===== config.mk =====
export PLATFORM = sky130hd
export DESIGN_NAME = lpgc_core
export DESIGN_NICKNAME = d
export VERILOG_FILES = /design/src/verilog/lpgc_pkg.sv /design/src/verilog/lpgc_core.sv
export SDC_FILE = /design/constraint.sdc
export NUM_CORES = 2
export LEC_CHECK = 0
export BUFFER_PORTS_ARGS = -buffer_cell sky130_fd_sc_hd__buf_2
export CAP_MARGIN = 20
export CORE_MARGIN = 10
export CORE_UTILIZATION = 65
export CTS_CLUSTER_SIZE = 16
export DETAILED_ROUTE_END_ITERATION = 8
export HOLD_SLACK_MARGIN = 0.08
export PLACE_DENSITY = 0.82
export SLEW_MARGIN = 5
export SYNTH_ARGS = -nofsm -noshare
export SYNTH_HDL_FRONTEND = slang
export SYNTH_SLANG_ARGS = --single-unit
export TNS_END_PERCENT = 30

===== constraint.sdc =====
create_clock -name clk_i -period 8.15 [get_ports clk_i]
set_clock_uncertainty 0.05 [all_clocks]
set_input_delay 1.63 -clock clk_i [delete_from_list [all_inputs] [get_ports clk_i]]
set_output_delay 1.63 -clock clk_i [all_outputs]
set_load 0.02 [all_outputs]

===== src/verilog/lpgc_pkg.sv =====
package lpgc_pkg;
  localparam int NCH = 16;
  localparam int NGRP = 4;
  localparam int CLK_MHZ = 250;
  localparam int OSC_MHZ = 8;
  localparam int STEP_UNIT_US = 500;
  localparam int HALF_MS_TICKS = OSC_MHZ * STEP_UNIT_US;
  localparam int HMS_PER_S = 1000000 / STEP_UNIT_US;
  localparam int BLINK_DIV_LOG2 = 3;
  localparam int LONG_STEP_LOG2 = 5;
  localparam int QUINARY = 5;

  localparam logic [7:0] R_MODE = 8'h00;
  localparam logic [7:0] R_STAT = 8'h01;
  localparam logic [7:0] R_GRP = 8'h02;
  localparam logic [7:0] R_FRQ = 8'h03;
  localparam logic [7:0] R_SEL = 8'h04;
  localparam logic [7:0] R_DLY = 8'h08;
  localparam logic [7:0] R_GCTL = 8'h09;
  localparam logic [7:0] R_GEN = 8'h0A;
  localparam logic [7:0] R_GSEL = 8'h0C;
  localparam logic [7:0] R_GCFG = 8'h10;
  localparam logic [7:0] R_PWM = 8'h20;
  localparam logic [7:0] R_IREF = 8'h30;
  localparam logic [7:0] R_ADDR = 8'h40;
  localparam logic [7:0] R_EOPN = 8'h44;
  localparam logic [7:0] R_ESHT = 8'h46;

  localparam int M_ACK = 0;
  localparam int M_BLINK = 1;
  localparam int M_EXP = 2;
  localparam int M_CLR = 3;
  localparam int M_EN = 4;
  localparam int GC_CONT = 4;
  localparam int G_RATE = 0;
  localparam int G_STEP = 1;
  localparam int G_HOLD = 2;
  localparam int G_FINAL = 3;
  localparam int RATE_UP_EN = 7;
  localparam int RATE_DN_EN = 6;
  localparam int STEP_LONG = 5;
  localparam int HOLD_ON_EN = 7;
  localparam int HOLD_OFF_EN = 6;

  localparam logic [7:0] MODE_RST = 8'h30;
  localparam logic [7:0] GRP_RST = 8'hFF;
  localparam logic [7:0] PWM_FULL = 8'hFF;
  localparam logic [6:0] ADDR_GRP_RST = 7'h60;
  localparam logic [6:0] ADDR_SUB2_RST = 7'h62;
  localparam logic [6:0] ADDR_SUB3_RST = 7'h63;
  localparam logic [2:0] STRAP_SETTLE = 3'h7;

  typedef enum logic [1:0] {
    LS_OFF = 2'h0, LS_ON = 2'h1, LS_IND = 2'h2, LS_IGRP = 2'h3
  } lpgc_ledsel_type;

  typedef enum logic [4:0] {
    GS_IDLE = 5'h01, GS_UP = 5'h02, GS_HON = 5'h04,
    GS_DOWN = 5'h08, GS_HOFF = 5'h10
  } lpgc_gst_type;

  typedef struct packed {
    logic wr;
    logic rd;
    logic [7:0] addr;
    logic [7:0] wdata;
  } lpgc_bus_type;

  typedef struct packed {
    logic [2:0] ad2;
    logic [2:0] ad1;
    logic [2:0] ad0;
    logic [NCH-1:0] short_l;
    logic [NCH-1:0] open_l;
    logic otp;
    logic oe_n;
  } lpgc_pins_type;

  typedef struct packed {
    lpgc_pins_type [2:0] sy;
    lpgc_pins_type flt;
    logic [2:0] strap_cnt;
    logic [6:0] own;
    logic [7:0] mode, grp_sh, grp_act, frq_sh, frq_act, gctl;
    logic [3:0] dly;
    lpgc_ledsel_type [NCH-1:0] sel_sh, sel_act;
    logic [NCH-1:0][7:0] pwm_sh, pwm_act, ir_sh, ir_act;
    logic [NCH-1:0] gen;
    logic [NCH-1:0][1:0] gsel;
    logic [NGRP-1:0][3:0][7:0] gcfg;
    logic [3:0][6:0] addr;
    logic [NCH-1:0] e_open, e_short;
    logic [8:0] acc;
    logic [7:0] pcnt, gcnt;
    logic [10:0] gpre;
    logic [15:0] hms;
    lpgc_gst_type [NGRP-1:0] gst;
    logic [NGRP-1:0][7:0] glvl;
    logic [NGRP-1:0][13:0] gtmr;
    logic [NCH-1:0] led;
    logic [NCH-1:0][7:0] iref;
    logic [7:0] rdata;
  } lpgc_state_type;

  // Hold codes: quarter seconds up to 1 s, then 2, 4 and 6 s
  function automatic logic [13:0] lpgc_hold_hms(logic [2:0] v);
    if (v <= 3'h4) begin
      return 14'(int'(v) * HMS_PER_S / 4);
    end
    return 14'((int'(v) - 4) * 2 * HMS_PER_S);
  endfunction : lpgc_hold_hms
endpackage : lpgc_pkg


===== src/verilog/lpgc_core.sv =====
// Operation
// - Each channel has an 8-bit PWM at 31.25 kHz, off to fully on.
// - One 8-bit group PWM: 122 Hz dimming or 15 Hz to 16.8 s blinking.
// - Each output selects off, on, own PWM, or own plus group PWM.
// - Per-channel 8-bit code sets the output peak current linearly.
// - Four gradation groups with rate, step, hold and final current.
// - Each group plays its pattern once or repeats it continuously.
// - Each channel is normal or gradation, assigned to one of four groups.
// - Step time is a 6-bit code from 0.5 ms to 512 ms.
// - Hold-on and hold-off times are 3-bit codes from 0 s to 6 s.
// - Gradation brightness follows a linear or exponential curve.
// - Ramp-up and ramp-down are enabled separately per group.
// - Output settings apply on acknowledge or on STOP; STOP is default.
// - Active-low output gate input switches all outputs together.
// - Software reset call resets everything as at power-on.
// - Group and three sub-call addresses, each enabled, answered as own.
// - One sub-call address defaults to a channel-width identifying value.
// - Three five-level straps select one of 125 slave addresses.
// - Open and short errors are recorded and readable; overtemperature reads as live status.
// - Over the temperature limit the outputs shut down.
// - Programmable per-output turn-on delay staggers channel switching.
// - Reset sets channel brightness off and group brightness maximum.
// - All timing derives from an internal 8 MHz time base.
// - Straps are sampled once after reset, then fixed.
module lpgc_core
  import lpgc_pkg::*;
#(
  parameter int HMS_TICKS = HALF_MS_TICKS,
  parameter logic [6:0] ADDR_BASE = 7'h01,
  // Arbitrary value, identifies a 16-wide part
  parameter logic [6:0] SUB1_RST = 7'h61
) (
  // Clock and reset
  input wire logic clk_i,
  input wire logic rst_i,
  // Register port
  input wire lpgc_bus_type bus_i,
  output logic [7:0] rd_data_o,
  // Serial front end events
  input wire logic bus_ack_i,
  input wire logic bus_stop_i,
  input wire logic soft_reset_call_i,
  input wire logic [6:0] rx_addr_i,
  output logic addr_hit_o,
  // Pins and sensors
  input wire logic oe_n_i,
  input wire logic [2:0] addr_strap_0_i,
  input wire logic [2:0] addr_strap_1_i,
  input wire logic [2:0] addr_strap_2_i,
  input wire logic [NCH-1:0] open_i,
  input wire logic [NCH-1:0] short_i,
  input wire logic overtemp_i,
  // Channel drive
  output logic [NCH-1:0] led_on_o,
  output logic [NCH-1:0][7:0] led_iref_o,
  output logic tsd_o
);

  function automatic lpgc_state_type rst_state();
    lpgc_state_type r;
    r = '0;
    r.mode = MODE_RST;
    r.grp_sh = GRP_RST;
    r.grp_act = GRP_RST;
    r.flt.oe_n = 1'b1;
    r.addr[0] = ADDR_GRP_RST;
    r.addr[1] = SUB1_RST;
    r.addr[2] = ADDR_SUB2_RST;
    r.addr[3] = ADDR_SUB3_RST;
    for (int g = 0; g < NGRP; g++) begin
      r.gst[g] = GS_IDLE;
    end
    return r;
  endfunction : rst_state

  localparam lpgc_state_type RST_S = rst_state();

  function automatic logic [7:0] rd_mux(lpgc_state_type s, logic [7:0] a);
    logic [7:0] r;
    r = '0;
    if (a == R_MODE) begin
      r = s.mode;
    end else if (a == R_STAT) begin
      r = {5'h00, |s.e_short, |s.e_open, s.flt.otp};
    end else if (a == R_GRP) begin
      r = s.grp_sh;
    end else if (a == R_FRQ) begin
      r = s.frq_sh;
    end else if (a[7:2] == R_SEL[7:2]) begin
      for (int k = 0; k < 4; k++) begin
        r[2*k +: 2] = s.sel_sh[{a[1:0], 2'(k)}];
      end
    end else if (a == R_DLY) begin
      r = {4'h0, s.dly};
    end else if (a == R_GCTL) begin
      r = s.gctl;
    end else if (a[7:1] == R_GEN[7:1]) begin
      r = s.gen[{a[0], 3'h0} +: 8];
    end else if (a[7:2] == R_GSEL[7:2]) begin
      for (int k = 0; k < 4; k++) begin
        r[2*k +: 2] = s.gsel[{a[1:0], 2'(k)}];
      end
    end else if (a[7:4] == R_GCFG[7:4]) begin
      r = s.gcfg[a[3:2]][a[1:0]];
    end else if (a[7:4] == R_PWM[7:4]) begin
      r = s.pwm_sh[a[3:0]];
    end else if (a[7:4] == R_IREF[7:4]) begin
      r = s.ir_sh[a[3:0]];
    end else if (a[7:2] == R_ADDR[7:2]) begin
      r = {1'b0, s.addr[a[1:0]]};
    end else if (a[7:1] == R_EOPN[7:1]) begin
      r = s.e_open[{a[0], 3'h0} +: 8];
    end else if (a[7:1] == R_ESHT[7:1]) begin
      r = s.e_short[{a[0], 3'h0} +: 8];
    end
    return r;
  endfunction : rd_mux

  lpgc_state_type s, n;
  lpgc_pins_type pins;
  logic tick, wrap, hmsp, grp_on, ind, on, clr, commit, restart;
  logic [8:0] acc, inc, stp;
  logic [10:0] gdiv;
  logic [7:0] ph, lvl, a, w;
  logic [15:0] sq;
  logic [13:0] stepu, hon, hoff;
  logic [3:0][7:0] cf;

  assign pins = '{ad2: addr_strap_2_i, ad1: addr_strap_1_i,
                  ad0: addr_strap_0_i, short_l: short_i, open_l: open_i,
                  otp: overtemp_i, oe_n: oe_n_i};

  always_comb begin
    n = s;
    tick = 1'b0;
    wrap = 1'b0;
    hmsp = 1'b0;
    grp_on = 1'b0;
    ind = 1'b0;
    on = 1'b0;
    restart = 1'b0;
    acc = '0;
    inc = '0;
    stp = '0;
    gdiv = '0;
    ph = '0;
    lvl = '0;
    sq = '0;
    stepu = '0;
    hon = '0;
    hoff = '0;
    cf = '0;
    a = bus_i.addr;
    w = bus_i.wdata;
    clr = bus_i.wr && a == R_MODE && w[M_CLR];

    // Three-stage sampling; a change counts when stages two and three agree
    n.sy[0] = pins;
    n.sy[1] = s.sy[0];
    n.sy[2] = s.sy[1];
    n.flt = lpgc_pins_type'((s.sy[1] & s.sy[2])
                            | (s.flt & (s.sy[1] | s.sy[2])));

    if (s.strap_cnt != STRAP_SETTLE) begin
      n.strap_cnt = s.strap_cnt + 3'h1;
    end
    if (s.strap_cnt == STRAP_SETTLE - 3'h1) begin
      n.own = 7'(int'(ADDR_BASE) + QUINARY * QUINARY * int'(s.flt.ad2)
                 + QUINARY * int'(s.flt.ad1) + int'(s.flt.ad0));
    end

    // Fractional divider: average rate of ticks is exactly 8 MHz
    acc = s.acc + 9'(OSC_MHZ);
    tick = acc >= 9'(CLK_MHZ);
    n.acc = tick ? acc - 9'(CLK_MHZ) : acc;
    if (tick) begin
      n.pcnt = s.pcnt + 8'h01;
      wrap = s.pcnt == PWM_FULL;
      if (s.hms >= 16'(HMS_TICKS - 1)) begin
        n.hms = '0;
        hmsp = 1'b1;
      end else begin
        n.hms = s.hms + 16'h0001;
      end
    end

    // Dimming steps once per PWM frame; blinking 8 * (freq + 1) frames
    gdiv = s.mode[M_BLINK] ? {s.frq_act, {BLINK_DIV_LOG2{1'b1}}} : '0;
    if (wrap) begin
      if (s.gpre >= gdiv) begin
        n.gpre = '0;
        n.gcnt = s.gcnt + 8'h01;
      end else begin
        n.gpre = s.gpre + 11'h001;
      end
    end
    grp_on = s.gcnt < s.grp_act;

    for (int g = 0; g < NGRP; g++) begin
      cf = s.gcfg[g];
      stp = 9'(cf[G_STEP][4:0]) + 9'h001;
      stepu = 14'(stp)
              << (cf[G_STEP][STEP_LONG] ? LONG_STEP_LOG2 : 0);
      hon = cf[G_HOLD][HOLD_ON_EN]
            ? lpgc_hold_hms(cf[G_HOLD][5:3]) : '0;
      hoff = cf[G_HOLD][HOLD_OFF_EN]
             ? lpgc_hold_hms(cf[G_HOLD][2:0]) : '0;
      inc = 9'(cf[G_RATE][5:0]) + 9'h001;
      restart = 1'b0;
      if (!s.gctl[g]) begin
        n.gst[g] = GS_IDLE;
        n.glvl[g] = '0;
        n.gtmr[g] = '0;
      end else if (hmsp) begin
        if (s.gtmr[g] != '0) begin
          n.gtmr[g] = s.gtmr[g] - 14'h0001;
        end else begin
          unique case (s.gst[g])
            GS_IDLE: restart = 1'b1;
            GS_UP: begin
              if (9'(s.glvl[g]) + inc >= 9'(cf[G_FINAL])) begin
                n.glvl[g] = cf[G_FINAL];
                n.gst[g] = GS_HON;
                n.gtmr[g] = hon;
              end else begin
                n.glvl[g] = s.glvl[g] + inc[7:0];
                n.gtmr[g] = stepu - 14'h0001;
              end
            end
            GS_HON: begin
              if (cf[G_RATE][RATE_DN_EN]) begin
                n.gst[g] = GS_DOWN;
                n.gtmr[g] = stepu - 14'h0001;
              end else begin
                n.glvl[g] = '0;
                n.gst[g] = GS_HOFF;
                n.gtmr[g] = hoff;
              end
            end
            GS_DOWN: begin
              if (9'(s.glvl[g]) <= inc) begin
                n.glvl[g] = '0;
                n.gst[g] = GS_HOFF;
                n.gtmr[g] = hoff;
              end else begin
                n.glvl[g] = s.glvl[g] - inc[7:0];
                n.gtmr[g] = stepu - 14'h0001;
              end
            end
            GS_HOFF: begin
              if (s.gctl[GC_CONT + g]) begin
                restart = 1'b1;
              end else begin
                n.gctl[g] = 1'b0;
                n.gst[g] = GS_IDLE;
              end
            end
            default: n.gst[g] = GS_IDLE;
          endcase
        end
      end
      if (restart) begin
        if (cf[G_RATE][RATE_UP_EN]) begin
          n.glvl[g] = '0;
          n.gst[g] = GS_UP;
          n.gtmr[g] = stepu - 14'h0001;
        end else begin
          n.glvl[g] = cf[G_FINAL];
          n.gst[g] = GS_HON;
          n.gtmr[g] = hon;
        end
      end
    end

    for (int ch = 0; ch < NCH; ch++) begin
      // Delay shifts each channel's PWM phase by ch * dly ticks
      ph = s.pcnt - 8'(ch) * {4'h0, s.dly};
      ind = s.pwm_act[ch] == PWM_FULL || ph < s.pwm_act[ch];
      unique case (s.sel_act[ch])
        LS_OFF: on = 1'b0;
        LS_ON: on = 1'b1;
        LS_IND: on = ind;
        LS_IGRP: on = ind & grp_on;
      endcase
      n.led[ch] = on & ~s.flt.oe_n & ~s.flt.otp;
      lvl = s.glvl[s.gsel[ch]];
      sq = 16'(lvl) * 16'(lvl);
      if (s.mode[M_EXP]) begin
        lvl = sq[15:8];
      end
      n.iref[ch] = s.gen[ch] ? lvl : s.ir_act[ch];
    end

    // A fault seen in the same cycle as a clear is kept
    n.e_open = (s.e_open & ~{NCH{clr}})
               | (s.flt.open_l & s.led);
    n.e_short = (s.e_short & ~{NCH{clr}})
                | (s.flt.short_l & s.led);

    // Software writes last, so a written start bit beats an end-of-run clear
    if (bus_i.wr) begin
      if (a == R_MODE) begin
        n.mode = w & ~(8'h01 << M_CLR);
      end else if (a == R_GRP) begin
        n.grp_sh = w;
      end else if (a == R_FRQ) begin
        n.frq_sh = w;
      end else if (a[7:2] == R_SEL[7:2]) begin
        for (int k = 0; k < 4; k++) begin
          n.sel_sh[{a[1:0], 2'(k)}] = lpgc_ledsel_type'(w[2*k +: 2]);
        end
      end else if (a == R_DLY) begin
        n.dly = w[3:0];
      end else if (a == R_GCTL) begin
        n.gctl = w;
      end else if (a[7:1] == R_GEN[7:1]) begin
        n.gen[{a[0], 3'h0} +: 8] = w;
      end else if (a[7:2] == R_GSEL[7:2]) begin
        for (int k = 0; k < 4; k++) begin
          n.gsel[{a[1:0], 2'(k)}] = w[2*k +: 2];
        end
      end else if (a[7:4] == R_GCFG[7:4]) begin
        n.gcfg[a[3:2]][a[1:0]] = w;
      end else if (a[7:4] == R_PWM[7:4]) begin
        n.pwm_sh[a[3:0]] = w;
      end else if (a[7:4] == R_IREF[7:4]) begin
        n.ir_sh[a[3:0]] = w;
      end else if (a[7:2] == R_ADDR[7:2]) begin
        n.addr[a[1:0]] = w[6:0];
      end
    end

    // Shadow settings reach the outputs only at the selected bus event
    commit = n.mode[M_ACK] ? bus_ack_i : bus_stop_i;
    if (commit) begin
      n.sel_act = n.sel_sh;
      n.pwm_act = n.pwm_sh;
      n.ir_act = n.ir_sh;
      n.grp_act = n.grp_sh;
      n.frq_act = n.frq_sh;
    end

    n.rdata = bus_i.rd ? rd_mux(s, a) : '0;

    if (soft_reset_call_i) begin
      n = RST_S;
    end
  end

  always_ff @(posedge clk_i) begin
    if (rst_i) begin
      s <= RST_S;
    end else begin
      s <= n;
    end
  end

  always_comb begin
    addr_hit_o = 1'b0;
    if (s.strap_cnt == STRAP_SETTLE) begin
      addr_hit_o = rx_addr_i == s.own;
      for (int k = 0; k < 4; k++) begin
        if (s.mode[M_EN + k] && rx_addr_i == s.addr[k]) begin
          addr_hit_o = 1'b1;
        end
      end
    end
  end

  assign rd_data_o = s.rdata;
  assign led_on_o = s.led;
  assign led_iref_o = s.iref;
  assign tsd_o = s.flt.otp;

endmodule : lpgc_core


==> summary.txt <==
Yosys
  – Mean post-synth cell area: 8.85 um^2
  – Synth unique cells: 104
  – Post-Syn Area: 103000 um^2
  – Seq cells post-synth: 1356
  – EDFF count, synth: 0
  – FFs w/ async S/R, synth: 0%
  – YS warnings: 0
  – Cells after Synth: 11700
  – Top FF cell, synth: dfxtp_1
  – Sequential element share of the synthesized area: 26.3%
  – Synthesized Nets: 13200

Floorplanning
  – Die H: 418 um
  – Ports: 227
  – CORE AREA: 158000 um^2
  – Die width: 418 um
  – FP Rows: 146
  – Total die area: 175000 um^2
  – Initial Utilization: 65.3%

Global routing
  – Antenna violations before repair: 40
  – Gr busiest metal: met2
  – GR Util All Layers: 37.6%
  – M2 GR Usage: 60.0%
  – Met1 usage: 43.6%
  – M3 GR Usage: 10.0%
  – First-pass GRT wire length: 514 mm
  – Total grt overflow: 0
  – Largest net degree at the start of global routing: 208
  – Vias in the first global route: 87700

Setup path
  – Internal reg-to-reg setup slack: 1.61 ns
  – Crit path kind: register to register
  – WP depth: 20
  – WP data required: 8.85 ns
  – Critical path fanouts, max: 19
  – Crit path launch type: register
  – Endpoint class of the critical path: register
  – Critical path data arrival time: 7.24 ns
  – CP peak stage delay: 1.08 ns
  – R2R depth: 20
  – CP top delay family: compound AO/OA/AOI/OAI gates
  – Worst path cell trace: mux2i_1 > a21oi_1 > nand2_1 > fa_1 > fa_1 > inv_1 > ha_1 > inv_1 > fa_1 > inv_1 > ha_1 > o21a_1 > o211a_1 > a311oi_1 > o21ai_1 > o211a_1 > o21ai_1 > a21oi_1 > a311o_1 > a21oi_1
  – CP max-delay cell: dfxtp_1
  – Buffers & Inverters on Critical Path: 3

Drt
  – Total Routed Length: 340 mm
  – Vias per std cell: 6.55
  – Avg WL per Cell: 25.0 um
  – DRC viols: 3
  – DRT antenna net count: 0
  – DR vias: 89000
  – DRT Pass-1 Iters: 9
  – Initial DRC count: 10400

STA
  – Fin. max-slew vios: 0
  – Worst relative slew slack: 14.6%
  – Min Tclk post-route: 6.54 ns
  – RSZ-0062 raised after global routing: no
  – Peak Freq: 153 MHz
  – Final Hold Viols: 0
  – Setup TNS: 0 ns
  – Endpoints failing setup: 0
  – Worst Setup Slack, final: 1.61 ns
  – Final period util: 80.3%
  – Actual slew at the worst max-slew pin: 1.28 ns

Power
  – Leakage: 47.7 nW
  – PD cells: 135 nW/um^2
  – Net Switching: 0.00357 W
  – Combinational share of power: 4.5%
  – Internal power: 0.0112 W
  – Net Sw Frac: 24.1%
  – Clock power frac: 49.9%
  – Maximum vdd drop: 0.240 mV
  – Share of power burned in registers: 45.7%

Clock tree
  – CTS Hold Bufs: 0
  – H-tree Lvls: 4
  – Inserted Clock Buffers: 150
  – Clock Sinks: 1356
  – CTS Root Cell: clkbuf_16
  – Post-CTS Setup Inserts: 0
  – Clk Latency, worst-skew pair: 0.84 ns
  – Max clock buf depth: 3
  – Post-CTS Resized: 0
  – Clock Pin Slew Worst Setup and Hold Paths: 0.07 ns
  – TritonCTS clock tree: yes

Min path
  – Worst hold stages: 1
  – Hold crit path type: register to register

Status
  – Failing checks: design-rule violations
  – Status: complete, but fails checks

Layout
  – Number of nets in the layout: 12900
  – Most frequent cells in the layout: 1355 x dfxtp_1, 1247 x nor2_1, 1156 x inv_1
  – Post-route insts no fill: 13600
  – Area Overhead vs Synth: 6.40%
  – Layout cells sized above 1: 8.50%
  – Commonest non-fill, non-tap cell in the layout: dfxtp_1

Placement
  – Pre-CTS setup slack: 1.86 ns
  – RePlAce Congestion: 1.01
  – DP HPWL: 252 mm
  – IO Port Bufs: 226
  – Placed cells: 13300

Job
  – Max-cap violations: 0
## power groups by stage
| stage | sequential, W | combinational [W] | clock [W] |
|---|---|---|---|
| 5_1_grt | 0.00676 | 0.000698 | 0.00763 |
| 3_3_place_gp | 0.00690 | 0.000617 | 0 |
| 2_1_floorplan | 0.00687 | 0.000448 | 0 |
| 4_1_cts | 0.00675 | 0.000639 | 0.00738 |
| 6_report | 0.00676 | 0.000663 | 0.00738 |
| 3_5_place_dp | 0.00690 | 0.000635 | 0 |
## sequential cells by signal, indices dropped and copies added, names as in the netlist
register,cells
rd_data_o,8
cf,32
s,1171
led_iref_o,128
tsd_o,1
led_on_o,16
## synth_stat cells, drive strengths merged, types with 15 or more instances
cell type / instances / area share (%)
dfxtp: 1356 / 26
nor2: 1252 / 4.6
inv: 1156 / 4.2
ha: 975 / 12
nand2: 831 / 3.0
a21oi: 608 / 3.0
mux2i: 524 / 5.1
clkbuf: 483 / 1.8
fa: 479 / 9.3
o21ai: 468 / 2.3
and2: 368 / 2.2
a211oi: 350 / 2.5
xnor2: 343 / 2.9
buf: 295 / 1.8
mux4: 278 / 6.1
nand3: 203 / 0.98
nor3: 161 / 0.92
xor2: 146 / 1.2
a21o: 134 / 0.98
nand2b: 102 / 0.62
a31oi: 100 / 0.61
nand4: 93 / 0.56
nor2b: 88 / 0.53
o21a: 81 / 0.59
and3: 64 / 0.39
a22oi: 60 / 0.44
or3: 56 / 0.35
o211ai: 54 / 0.41
o221ai: 43 / 0.37
o21bai: 40 / 0.29
nor4: 38 / 0.24
o31ai: 36 / 0.28
o22ai: 29 / 0.18
nand3b: 28 / 0.20
a311oi: 27 / 0.23
a21boi: 23 / 0.17
a221oi: 19 / 0.17
mux2: 17 / 0.19
a32oi: 16 / 0.14
or4: 16 / 0.12
o2111ai: 15 / 0.13
## path summary, 6_finish.rpt
kind / endpoint / from
worst max-delay path: led_iref_o[15]$_SDFF_PP0_ / s[216]$_SDFFE_PP0P_
worst max register to register: led_iref_o[15]$_SDFF_PP0_ / s[216]$_SDFFE_PP0P_
worst min-delay path: s[1303]$_SDFF_PP0_ / s[1260]$_SDFF_PP0_
worst min register to register: s[1303]$_SDFF_PP0_ / s[1260]$_SDFF_PP0_
## metal layers
| layer | vias up | routed length, um |
|---|---|---|
| met5 | - | 275 |
| met4 | 26 | 30800 |
| met3 | 1502 | 35500 |
| met2 | 5027 | 152000 |
| met1 | 43000 | 122000 |
| li1 | 39400 | - |
## cells by family (layout without fill, tap and decap cells)
| logic type | count (synthesis) | in the layout | share of synthesized area, % |
|---|---|---|---|
| simple gates | 3348 | 3348 | 15.1 |
| compound gates | 2257 | 2257 | 14.2 |
| buf+inv | 1936 | 1765 | 7.73 |
| fa+ha+maj | 1454 | 1454 | 21.1 |
| flops | 1356 | 1356 | 26.3 |
| mux | 819 | 819 | 11.3 |
| xor+xnor | 490 | 490 | 4.18 |
| other cells | 0 | 17 | 0 |
## through the flow
| step | area, um^2 | power (W) | hold WS (ns) | util [%] |
|---|---|---|---|---|
| 2_1_floorplan | 103000 | 0.00732 | 0.356 | - |
| 3_3_place_gp | 104000 | 0.00751 | 0.364 | 66.0 |
| 3_5_place_dp | 104000 | 0.00753 | 0.360 | 66.0 |
| 4_1_cts | 110000 | 0.0148 | 0.371 | 69.3 |
| 5_1_grt | 110000 | 0.0151 | 0.384 | 69.5 |
| 6_report | 110000 | 0.0148 | 0.371 | 69.5 |
## final cells by class
class	instances	area, um^2
Multi-Input combinational cell	8368	68100
Fill cell	12000	48200
Sequential cell	1356	27100
Inverter	1158	4350
Clock buffer	203	4280
Tap cell	2072	2590
Timing Repair Buffer	334	2180
Clock inverter	70	1060
Antenna cell	17	42.5
Note: power is estimated with default switching activity, not from simulation.
